**src/core/pfsup_pkg.sv**
```systemverilog
package pfsup_pkg;

	// Clock rate and reset extension after recovery
	localparam int unsigned CLK_HZ           = 200_000_000;
	localparam int unsigned RESET_HOLD_MS    = 100;
	localparam int unsigned RESET_HOLD_CYCLES = (CLK_HZ / 1000) * RESET_HOLD_MS;

	// Synchroniser depth for comparator flags
	localparam int unsigned SYNC_STAGES      = 2;

	// Strap encodings
	localparam logic        ROUTE_MAIN       = 1'b0;
	localparam logic        ROUTE_BATTERY    = 1'b1;

	// Supply select output encodings
	localparam logic        SUPPLY_MAIN      = 1'b0;
	localparam logic        SUPPLY_BATTERY   = 1'b1;

	// Reset values
	localparam logic        SYNC_RESET_VALUE = 1'b1;
	localparam logic        NMI_RESET_VALUE  = 1'b0;

	typedef enum logic [2:0]
	{
		PFSUP_RUN     = 3'b001,
		PFSUP_LOW     = 3'b010,
		PFSUP_EXTEND  = 3'b100
	} pfsup_state_t;

endpackage

```
**src/core/pfsup_supervisor.sv**
```systemverilog
module pfsup_supervisor
#(
	parameter int unsigned HOLD_CYCLES = pfsup_pkg::RESET_HOLD_CYCLES
)
(
	input  wire logic clk_sys,
	input  wire logic rst,
	input  wire logic rail_below_nmi,
	input  wire logic rail_below_reset,
	input  wire logic nmi_enable_strap,
	input  wire logic battery_route_strap,
	input  wire logic first_bytewide_socket_cs_n_in,
	output logic      nmi_request,
	output logic      hw_reset,
	output logic      first_bytewide_socket_cs_n,
	output logic      first_bytewide_socket_supply_sel
);

	localparam int unsigned CNT_W = $clog2(HOLD_CYCLES + 1);

	logic [pfsup_pkg::SYNC_STAGES-1:0] sync_nmi;
	logic [pfsup_pkg::SYNC_STAGES-1:0] sync_rst;
	logic [pfsup_pkg::SYNC_STAGES-1:0] next_sync_nmi;
	logic [pfsup_pkg::SYNC_STAGES-1:0] next_sync_rst;
	logic                              low_nmi;
	logic                              low_rst;

	pfsup_pkg::pfsup_state_t           state;
	pfsup_pkg::pfsup_state_t           next_state;
	logic [CNT_W-1:0]                  hold_cnt;
	logic [CNT_W-1:0]                  next_hold_cnt;

	logic                              next_nmi_request;
	logic                              next_hw_reset;
	logic                              next_cs_n;
	logic                              next_supply_sel;

	// Comparator synchronisers; only the last stage is used
	always_comb
	begin
		next_sync_nmi = {sync_nmi[pfsup_pkg::SYNC_STAGES-2:0], rail_below_nmi};
		next_sync_rst = {sync_rst[pfsup_pkg::SYNC_STAGES-2:0], rail_below_reset};
	end

	always_ff @(posedge clk_sys or posedge rst)
	begin
		if (rst)
		begin
			sync_nmi <= {pfsup_pkg::SYNC_STAGES{pfsup_pkg::SYNC_RESET_VALUE}};
			sync_rst <= {pfsup_pkg::SYNC_STAGES{pfsup_pkg::SYNC_RESET_VALUE}};
		end
		else
		begin
			sync_nmi <= next_sync_nmi;
			sync_rst <= next_sync_rst;
		end
	end

	assign low_nmi = sync_nmi[pfsup_pkg::SYNC_STAGES-1];
	assign low_rst = sync_rst[pfsup_pkg::SYNC_STAGES-1];

	// Reset sequencing: low period, then timed extension
	always_comb
	begin
		next_state    = state;
		next_hold_cnt = hold_cnt;
		case (state)
			pfsup_pkg::PFSUP_RUN:
			begin
				if (low_rst)
					next_state = pfsup_pkg::PFSUP_LOW;
			end
			pfsup_pkg::PFSUP_LOW:
			begin
				if (!low_rst)
				begin
					next_state    = pfsup_pkg::PFSUP_EXTEND;
					next_hold_cnt = CNT_W'(HOLD_CYCLES - 1);
				end
			end
			pfsup_pkg::PFSUP_EXTEND:
			begin
				if (low_rst)
					next_state = pfsup_pkg::PFSUP_LOW;
				else if (hold_cnt == '0)
					next_state = pfsup_pkg::PFSUP_RUN;
				else
					next_hold_cnt = hold_cnt - CNT_W'(1);
			end
			default:
			begin
				next_state = pfsup_pkg::PFSUP_LOW;
			end
		endcase
		next_hw_reset = (next_state != pfsup_pkg::PFSUP_RUN);
	end

	// Interrupt, chip-select gating and supply routing
	always_comb
	begin
		next_nmi_request = low_nmi && nmi_enable_strap;
		next_cs_n        = low_nmi | first_bytewide_socket_cs_n_in;
		if (battery_route_strap == pfsup_pkg::ROUTE_BATTERY && (low_nmi || low_rst))
			next_supply_sel = pfsup_pkg::SUPPLY_BATTERY;
		else
			next_supply_sel = pfsup_pkg::SUPPLY_MAIN;
	end

	always_ff @(posedge clk_sys or posedge rst)
	begin
		if (rst)
		begin
			state                            <= pfsup_pkg::PFSUP_LOW;
			hold_cnt                         <= '0;
			hw_reset                         <= 1'b1;
			nmi_request                      <= pfsup_pkg::NMI_RESET_VALUE;
			first_bytewide_socket_cs_n       <= 1'b1;
			first_bytewide_socket_supply_sel <= pfsup_pkg::SUPPLY_MAIN;
		end
		else
		begin
			state                            <= next_state;
			hold_cnt                         <= next_hold_cnt;
			hw_reset                         <= next_hw_reset;
			nmi_request                      <= next_nmi_request;
			first_bytewide_socket_cs_n       <= next_cs_n;
			first_bytewide_socket_supply_sel <= next_supply_sel;
		end
	end

endmodule

```
**config.mk**
```make
export PLATFORM = sky130hd
export DESIGN_NAME = pfsup_supervisor
export DESIGN_NICKNAME = d
export VERILOG_FILES = /design/src/core/pfsup_pkg.sv /design/src/core/pfsup_supervisor.sv
export SDC_FILE = /design/constraint.sdc
export NUM_CORES = 1
export LEC_CHECK = 0
export BUFFER_PORTS_ARGS = -buffer_cell sky130_fd_sc_hd__buf_2
export CAP_MARGIN = 20
export CELL_PAD_IN_SITES_DETAIL_PLACEMENT = 0
export CELL_PAD_IN_SITES_GLOBAL_PLACEMENT = 2
export CORE_MARGIN = 4
export CORE_UTILIZATION = 30
export CTS_CLUSTER_DIAMETER = 200
export DETAILED_ROUTE_END_ITERATION = 8
export PLACE_DENSITY = 0.68
export REMOVE_ABC_BUFFERS = 1
export SETUP_SLACK_MARGIN = 0.3
export SYNTH_ARGS = -nofsm -noshare
export SYNTH_HDL_FRONTEND = slang
export SYNTH_SLANG_ARGS = --single-unit
```
**constraint.sdc**
```tcl
create_clock -name clk_sys -period 3.6 [get_ports clk_sys]
set_clock_uncertainty 0.1 [all_clocks]
set_input_delay 0.72 -clock clk_sys [delete_from_list [all_inputs] [get_ports clk_sys]]
set_output_delay 0.72 -clock clk_sys [all_outputs]
set_load 0.1 [all_outputs]
```
==> results of run 1 <==
[layout make-up]
| class | count | area share [%] |
|---|---|---|
| inverters | 5 | 0.931 |
| clock buffers | 5 | 3.41 |
| repair buffers | 13 | 3.60 |
| flip-flops and latches | 36 | 45.1 |
| clock inverters | 3 | 2.11 |
| multi-input cells | 128 | 40.4 |
| well taps | 72 | 4.47 |
[routing by layer]
layer  wire length (um)  track usage (%)  vias to the layer above
met4                 38             3.45                        0
met2               1860             18.3                       15
met1               1930             16.9                      692
met5                  0                0                        -
li1                   -                -                      687
met3                112             2.91                        5
[metrics by stage]
| stage | area (sq um) | util, % | setup slack [ps] |
|---|---|---|---|
| 2_1_floorplan | 1740 | - | 990 |
| 3_3_place_gp | 1910 | 33.8 | 974 |
| 3_5_place_dp | 1910 | 33.8 | 848 |
| 4_1_cts | 2020 | 35.8 | 826 |
| 5_1_grt | 2020 | 35.8 | 536 |
| 6_report | 2020 | 35.8 | 808 |
[power breakdown]
part / internal [uW] / switching, uW / total [uW] / leakage [uW]
clock: 205 / 148 / 353 / 0.0000541
combinational: 61.9 / 149 / 211 / 0.000272
sequential: 432 / 31.7 / 463 / 0.000397
[state kept, by name (all words and copies together), names as in the netlist]
name,cells
hold_cnt,25
state,3
sync_nmi,2
sync_rst,2
first_bytewide_socket_cs_n,1
first_bytewide_socket_supply_sel,1
hw_reset,1
nmi_request,1
[synthesized netlist by cell type]
master    instances
or4_4             3
and3_1            2
o31a_1            1
o21ai_1           2
nand4_1           2
mux2i_1           3
nand3_1           8
o211ai_1          1
dfstp_2           7
nor3_1            5
nand2b_1          1
buf_6             3
a211oi_1          2
or4b_1            1
nand2_1          10
a211o_1           1
o21ai_0           8
ha_1              1
a22oi_1           1
a31oi_1           2
o21ai_4           1
a21oi_1          10
nor4_1            6
clkbuf_1          3
and4_1            1
o21a_1            2
nor4b_1           2
nor4bb_1          1
or4_1             9
inv_2             1
or3_1             7
o31ai_1           8
a311oi_1          1
buf_4             1
nor2b_1           3
nor2_1           10
inv_1             4
xor2_1            1
and2_1            2
or2_2             8
nand3b_1          2
dfrtp_1          29
[kinds of logic (layout without fill, tap and decap cells)]
| family | after synthesis | count (layout) |
|---|---|---|
| AO/OA/AOI/OAI | 40 | 40 |
| XOR/XNOR | 1 | 1 |
| adder cells (fa/ha/maj) | 1 | 1 |
| buffers and inverters | 12 | 26 |
| flip-flops | 36 | 36 |
| multiplexers | 3 | 3 |
| AND/OR/NAND/NOR | 83 | 83 |
[worst paths after layout]
kind                                  start           end  slack (ps)  cells past startpoint
worst max register to register  hold_cnt[0]  hold_cnt[11]         810                      8
min in group asynchronous               rst  hold_cnt[23]         390                      2
worst min register to register  sync_nmi[0]   sync_nmi[1]         260                      0
max in group asynchronous               rst   hold_cnt[6]        2290                      3
worst min-delay path            sync_nmi[0]   sync_nmi[1]         260                      0
worst max-delay path            hold_cnt[0]  hold_cnt[11]         810                      8
[worst max-delay path, stage by stage, from the launching register on]
cell,delay (ps)
dfrtp_1,420
inv_1,70
ha_1,200
nor4b_1,570
nand4_1,300
o21ai_4,450
inv_2,180
a311oi_1,310
a31oi_1,60
==> results.ini, run 1 <==
[grt]
antenna_found_initial=0
grt_max_degree=22
grt_usage_pct=12.0
grt_first_pass_wirelength_um=6940
overflow=0
grt_pass1_vias=1424

[setup_path]
endpoint_kind=register
setup.worst_path.start_class=register
crit_type=reg -> reg
required_ps=3660
worstPathArrival_ps=2850
path_max_fanout=17

[cells_and_area]
multiInputGateArea_sq_um=815
layout_common_cells=dfrtp_1, nor2_1, nand2_1, a21oi_1, buf_2
syn2layout_area_growth_pct=12.7
final_common_cell=dfrtp_1
drive_gt1_share_pct=22.1
fill_cells=580
stdcell_count=262
n_antenna_cell=0
layout.nets=197
seq_area_sq_um=910

[synthesis]
synthMuxAreaShare_pct=1.68
synth-xor-area-share_pct=0.490
syn_inst=176
synth-simple-area-share_pct=27.8
synth_top_area_share_pct=40.6
yosysWarnings=0
synth_largest_area_cell=dfrtp_1
synth_fa_ha_area_share_pct=0.699
yosysUniqueCellTypes=42
yosysSeqAreaShare_pct=50.8
syn_avg_cell_area_sq_um=10.2
synth_top_family_by_area=simple AND/OR/NAND/NOR gates
synth-seq-cells=36
synth.area.top_cells=dfrtp_1, dfstp_2, or4_1, o31ai_1, a21oi_1
synth_compound_area_share_pct=14.5
synthesis.area_sq_um=1790

[floorplanning]
num_io_pins=11
die-width_um=85.2
dieArea_sq_um=7260
core_sq_um=5640
rows=27
die_y_um=85.2
initial_core_util_pct=31.7

[pwr]
finalPower_uw=1030
ir_drop_mv=0.265
power.leakage_uw=0.000724
powerDensity_nw_per_um2=510

[cts]
cts_root_buffer=clkbuf_8
ctsResizeCount=0
numCtsBuffers=5
cts_max_level=2
cts_hold_buf=0
post_cts_buffers=0
cts.sinks=36
cts_buffer_depth=2
clk_latency_ps=290
clk_pin_slew_ps=80
cts_tree=yes

[route]
first_iter_violations=81
vias_per_cell=5.34
drcViolationCount=0
wl_per_cell_um=15.0
final_antenna_net_count=0
drtPass1Iterations=4
finalWirelength_um=3940
vias=1399

[timing]
fmax_mhz=358
hold_violations=0
period_share_pct=77.6
rsz0062_at_grt=false
fin_crit_ps=2790
slew-limit-headroom_pct=54.9
fin_tns_setup_ps=0
setup_viol=0
worst_slew_pin_slew_ps=667
slew_violations=0
whs_ps=259

[job]
drv_cap=0

[placement]
portBuffers=10
place_inst=254
dp_hpwl_um=2810
place.gp.congestion=0.765

[hold_path]
hp-class=reg -> reg

[outcome]
status=complete, no violations

No activity file was read; power rests on OpenSTA's default activity.
==> inputs of run 2 (changes only) <==
- ABC_AREA: unset -> 1
- PLACE_DENSITY: 0.68 -> 0.78
- clock period: 3.6 -> 2.4 ns (I/O delays scaled with it)
==> run 2 against run 1 <==
Effect of this change: register-to-register slack worse by 340 ps; critical path depth is 2 higher; sequential power is 73% higher; power is 77% higher.
==> results.ini, run 2 <==
[outcome]
status=complete, no violations

[timing]
worst_slew_pin_slew_ps=629  ; -38.6 ps
rsz0062_at_grt=false
fmax_mhz=518  ; +45%
fin_tns_setup_ps=0  ; unchanged
finalWorstSetupSlack_ps=469  ; -339 ps
period_share_pct=80.5  ; +2.9 points
slew_violations=0  ; unchanged
slew-limit-headroom_pct=57.8  ; +2.9 points
hold_violations=0  ; unchanged
setup_viol=0  ; unchanged
fin_crit_ps=1930  ; -861 ps

[setup_path]
crit_type=reg -> reg
setup.worst_path.start_class=register
r2r_setup_slack_ps=470  ; -340 ps
r2r_end=hold_cnt[20]
path_cells=nor2_2 > nand2_1 > nor2_4 > nand2_1 > nor2_1 > nand2_1 > nand2_4 > clkinvlp_4 > nand2_1 > nand2_1
cp-startpoint=hold_cnt[4]
critPathCapture=hold_cnt[20]
worst_r2r_path_depth=10  ; +2
path_max_fanout=6  ; -11
cpPeakStageDelay_ps=450  ; -120 ps
slowest_stage=dfrtp_1
path_common_cell=nand2_1
endpoint_kind=register
worstPathArrival_ps=2020  ; -830 ps
regToRegStartpoint=hold_cnt[4]
required_ps=2480  ; -1180 ps

[synthesis]
synth_largest_area_cell=dfrtp_1
synth_edf_count=0  ; unchanged
yosysMostFrequentCell=nand2_1
syn_avg_cell_area_sq_um=6.97  ; -31%
async_flop_share_pct=100  ; unchanged
yosysSeqAreaShare_pct=44.4  ; -6.5 points
synthTopCellsByCount=nand2_1, nor2_1, nand3_1, inv_1, dfrtp_1
syn_inst=294  ; +67%
yosysUniqueCellTypes=23  ; -45%
synthesis.area_sq_um=2050  ; +15%
synth.area.top_cells=dfrtp_1, nand2_1, dfstp_2, nor2_1, nand3_1
yosysWarnings=0  ; unchanged
synthFlopType=dfrtp_1
synth-seq-cells=36  ; unchanged
synth_top_area_share_pct=35.4  ; -5.2 points

[route]
drcViolationCount=0  ; unchanged
highest_layer=met4
wl_met3_um=147  ; +31%
wl_per_cell_um=13.0  ; -14%
finalWirelength_um=5070  ; +29%
final_antenna_net_count=0  ; unchanged
dr_wl_met2_um=2300  ; +24%
vias=1814  ; +30%
drtPass1Iterations=4  ; unchanged
first_iter_violations=105  ; +30%
wl_met1_um=2590  ; +34%
vias_per_cell=4.64  ; -13%

[placement]
dp_hpwl_um=3510  ; +25%
place.gp.congestion=0.759  ; -0.73%
portBuffers=10  ; unchanged
dpl_cell_area_sq_um=2190  ; +15%
dp_worst_setup_slack_ps=352  ; -496 ps

[hold_path]
min_path_cells=1  ; +1
hp-class=in -> reg

[cts]
clk_latency_ps=290  ; about the same
cts_max_level=2  ; unchanged
cts_root_buffer=clkbuf_8
cts_tree=yes
clk_pin_slew_ps=80  ; about the same
numCtsBuffers=5  ; unchanged
cts_hold_buf=0  ; unchanged
cts.sinks=36  ; unchanged
cts_buffer_depth=2  ; unchanged

[cells_and_area]
layout_common_cells=nand2_1, nor2_1, nand3_1, dfrtp_1, inv_1
largest_reg_flops=25  ; unchanged
fin_area_sq_um=2370  ; +17%
n_antenna_cell=0  ; unchanged
top_regs=hold_cnt (25), state (3)
syn2layout_area_growth_pct=15.6
final_common_cell=nand2_1
drive_gt1_share_pct=16.2  ; -5.9 points
regMostFlops=hold_cnt
layout.nets=321  ; +63%
fin_util_pct=36.5  ; +0.74 points

[grt]
grt_pass1_vias=1707  ; +20%
grt_usage_pct=12.8  ; +0.80 points
overflow=0  ; unchanged
grt_first_pass_wirelength_um=8490  ; +22%
grt_max_degree=37  ; +68%
antenna_found_initial=0  ; unchanged

[floorplanning]
core_sq_um=6490  ; +15%
die-width_um=90.7  ; +6.4%
die_y_um=90.7  ; +6.4%
rows=29  ; +7.4%
dieArea_sq_um=8220  ; +13%
num_io_pins=11  ; unchanged
initial_core_util_pct=31.6  ; -0.16 points

[job]
drv_cap=0  ; unchanged

[pwr]
ir_drop_mv=0.278  ; +4.9%
power.leakage_uw=0.00110  ; +52%
powerDensity_nw_per_um2=767  ; +51%
finalPower_uw=1820  ; +77%

run 2: cell types whose count changed after synthesis, moves of 6 or more:
cell	previous run	this run
inv_1	4	30
nand4_1	2	9
a21oi_1	10	1
nand3_1	8	31
or4_1	9	0
o21ai_0	8	15
nor4_1	6	0
o31ai_1	8	0
or3_1	7	0
nor2_1	10	45
nand2_1	10	98
run 2: how the worst min path moves through the flow:
stage                   to             start  slack (ps)
6_report       sync_nmi[0]    rail_below_nmi         180
5_1_grt        sync_rst[0]  rail_below_reset         170
4_1_cts        sync_nmi[0]    rail_below_nmi         180
3_5_place_dp   sync_nmi[1]       sync_nmi[0]         250
3_3_place_gp   sync_rst[1]       sync_rst[0]         250
2_1_floorplan  sync_nmi[1]       sync_nmi[0]         250
run 2: final cells by class:
cell class,instances,area [sq um]
inverter,30,120
fill,708,4130
multi-input combinational,220,1000
clock inverter,2,35.0
sequential,36,910
timing repair buffer,19,129
tap,77,96.3
clock buffer,6,72.6
timing repair inverter,1,7.51
run 2: timing repair:
item	CTS	global route
gates resized for setup	0	12
endpoints found under the hold margin	0	0
setup endpoints to repair	0	26
setup buffers	0	3
run 2: cell families (layout without fill, tap and decap cells):
kind of cell               Yosys count  in the layout  synth area share, %
AOI/OAI and AO/OA                   18             18                 4.64
xor gates and xnor gates             2              2                0.855
adders and majority gates            1              1                0.610
buffers and inverters               38             58                 7.94
DFF                                 36             36                 44.4
and+or+nand+nor                    199            199                 41.6
run 2: per-layer routing:
| layer | global-route usage [%] | vias up |
|---|---|---|
| li1 | - | 965 |
| met1 | 17.8 | 829 |
| met2 | 20.1 | 15 |
| met3 | 2.75 | 5 |
| met4 | 3.44 | 0 |
| met5 | 0 | - |
run 2: critical path, delay by kind of cell, from the launching register on:
kind / cells / cell delay, ps
and+or+nand+nor: 9 / 1090
DFF: 1 / 450
buffers and inverters: 1 / 190
run 2: per-stage QoR:
step                      hold WS [ps]  cells
after global routing               171    391
after CTS                          177    387
after detailed placement           247    379
after floorplan                    245    286
final                              184    391
after global placement             245    379
run 2: power breakdown:
group / internal, uW / total (uW) / switching, uW
Combinational: 170 / 483 / 313
Clock: 309 / 536 / 228
Sequential: 697 / 799 / 101
==> inputs of run 3 (changes only) <==
- clock period: 2.4 -> 1.6 ns (I/O delays scaled with it)
==> run 3 against run 2 <==
Effect of this change: the run now ends with setup timing left; global-route usage up 2.6 points; cell count grew 21%; worst hold slack worse by 160 ps; critical path type unchanged.
==> results.ini, run 3 (synthesis gave the netlist of run 2 again) <==
[cts]
cts_max_level=2  ; unchanged
cts_root_buffer=clkbuf_8
cts.sinks=36  ; unchanged
clk_latency_ps=290  ; about the same
numCtsBuffers=5  ; unchanged
cts_tree=yes
clk_pin_slew_ps=80  ; about the same
cts_buffer_depth=2  ; unchanged

[timing]
period_share_pct=114  ; +34 points
slew_violations=0  ; unchanged
fmax_mhz=548  ; +5.8%
setup_viol=28  ; +28
hold_violations=0  ; unchanged
rsz0062_at_grt=true
slew-limit-headroom_pct=78.9  ; +21 points
worst_slew_pin_slew_ps=317  ; -312 ps
fin_crit_ps=1830  ; -105 ps
whs_ps=20.3  ; -164 ps
fin_tns_setup_ps=-5090  ; -5090 ps
finalWorstSetupSlack_ps=-226  ; -695 ps

[route]
finalWirelength_um=6670  ; +31%
wl_per_cell_um=14.1  ; +8.9%
vias=2168  ; +20%
first_iter_violations=148  ; +41%
drtPass1Iterations=4  ; unchanged
final_antenna_net_count=0  ; unchanged
drcViolationCount=0  ; unchanged
vias_per_cell=4.59  ; -1.0%

[cells_and_area]
layout_common_cells=nand2_1, buf_4, dfrtp_1, nand3_1, nor2_1
syn2layout_area_growth_pct=64.5
multiInputGateArea_sq_um=1190  ; +19%
largest_reg_flops=25  ; unchanged
final_common_cell=nand2_1
seq_area_sq_um=910  ; unchanged
fin_area_sq_um=3370  ; +42%
layout.nets=402  ; +25%
n_antenna_cell=0  ; unchanged
fill_cells=613  ; -13%
regMostFlops=hold_cnt
drive_gt1_share_pct=45.3  ; +29 points
top_regs=hold_cnt (25), state (3)

[pwr]
powerDensity_nw_per_um2=1040  ; +35%
finalPower_uw=3490  ; +92%
ir_drop_mv=0.436  ; +57%
power.leakage_uw=0.00162  ; +47%

[grt]
grt_usage_pct=15.4  ; +2.6 points
grt_pass1_vias=2015  ; +18%
grt_first_pass_wirelength_um=10100  ; +19%
grt_max_degree=22  ; -41%
overflow=0  ; unchanged
antenna_found_initial=0  ; unchanged

[setup_path]
setup.worst_path.start_class=register
slowest_stage=dfrtp_1
path_common_cell=buf_4
path_cells=nor2_4 > nand2_2 > buf_4 > buf_4 > buf_4 > buf_4 > nor2_4 > nand3_2 > nand2_2 > nand3_2 > nand2_2 > nand2_1
cpPeakStageDelay_ps=440  ; about the same
path_max_fanout=2  ; -4
worst_r2r_path_depth=12  ; +2
r2r_setup_slack_ps=-230  ; -690 ps
worstPathArrival_ps=1910  ; -110 ps
required_ps=1690  ; -790 ps
regToRegStartpoint=hold_cnt[14]
r2r_end=hold_cnt[20]
endpoint_kind=register
crit_type=reg -> reg

[floorplanning]
core_sq_um=6490  ; unchanged
rows=29  ; unchanged
die-width_um=90.7  ; unchanged
dieArea_sq_um=8220  ; unchanged
num_io_pins=11  ; unchanged
die_y_um=90.7  ; unchanged
initial_core_util_pct=31.6  ; unchanged

[placement]
dp_hpwl_um=3860  ; +9.9%
place.gp.congestion=0.788  ; +3.7%
dpl_cell_area_sq_um=2650  ; +21%
portBuffers=10  ; unchanged
dp_worst_setup_slack_ps=-234  ; -586 ps

[hold_path]
min_from=rail_below_reset
min_to=sync_rst[0]
hp-class=in -> reg
min_path_cells=1  ; unchanged

[job]
drv_cap=0  ; unchanged

[outcome]
violations=setup timing
status=finished with violations

[run 3: cell count changes in the layout (fill, tap and decap cells not counted), sizes merged]
cell / delta
clkbuf: +3
inv: +1
clkinvlp: -1
buf: +77
dlygate4sd3: +1
[run 3: per-stage QoR]
step / util [%] / std cells
detailed placement: 40.8 / 433
floorplan: - / 286
global route: 51.9 / 472
finish: 51.9 / 472
CTS: 46.8 / 460
global placement: 40.8 / 433
[run 3: layer usage]
layer  global-route usage (%)  wire (um)  part of all wire (%)
met1                     21.3       3160                    47
met2                     25.1       3270                    49
met3                     2.75        182                   2.7
met4                     3.19         54                  0.81
met5                        0          0                     0
[run 3: what timing repair did]
action,in CTS,in global routing
endpoints found under the hold margin,8,0
resized for setup,30,64
pin swaps,19,19
hold buffers,1,0
setup endpoints to repair,32,33
setup buffers,15,9
gates cloned,3,3
[run 3: final cells by class]
type | instances | area share (%)
clock buffer | 6 | 2.15
clock inverter | 2 | 1.04
inverter | 30 | 3.45
multi-input combinational | 220 | 35.4
sequential | 36 | 27.0
tap | 77 | 2.86
timing repair buffer | 100 | 27.9
timing repair inverter | 1 | 0.223
[run 3: worst max-delay path by stage]
stage,endpoint,cells after the start,start,slack (ps)
after detailed placement,hold_cnt[5],11,hold_cnt[0],-230
after global routing,hold_cnt[21],11,hold_cnt[0],-340
after CTS,hold_cnt[4],11,hold_cnt[13],-160
final,hold_cnt[20],12,hold_cnt[14],-230
after floorplan,hold_cnt[10],11,hold_cnt[0],-540
after global placement,hold_cnt[2],10,hold_cnt[9],-220
[run 3: critical path: cells and delay by family (launching register included)]
family                 cells  cell delay, ps
buffers and inverters      4             520
DFF                        1             440
and+or+nand+nor            8             670
[run 3: where the power goes]
part / total, uW / internal [uW] / switching, uW / leakage, uW
Combinational: 1540 / 780 / 763 / 0.00113
Sequential: 1150 / 1050 / 99.6 / 0.000435
Clock: 804 / 463 / 342 / 0.0000552
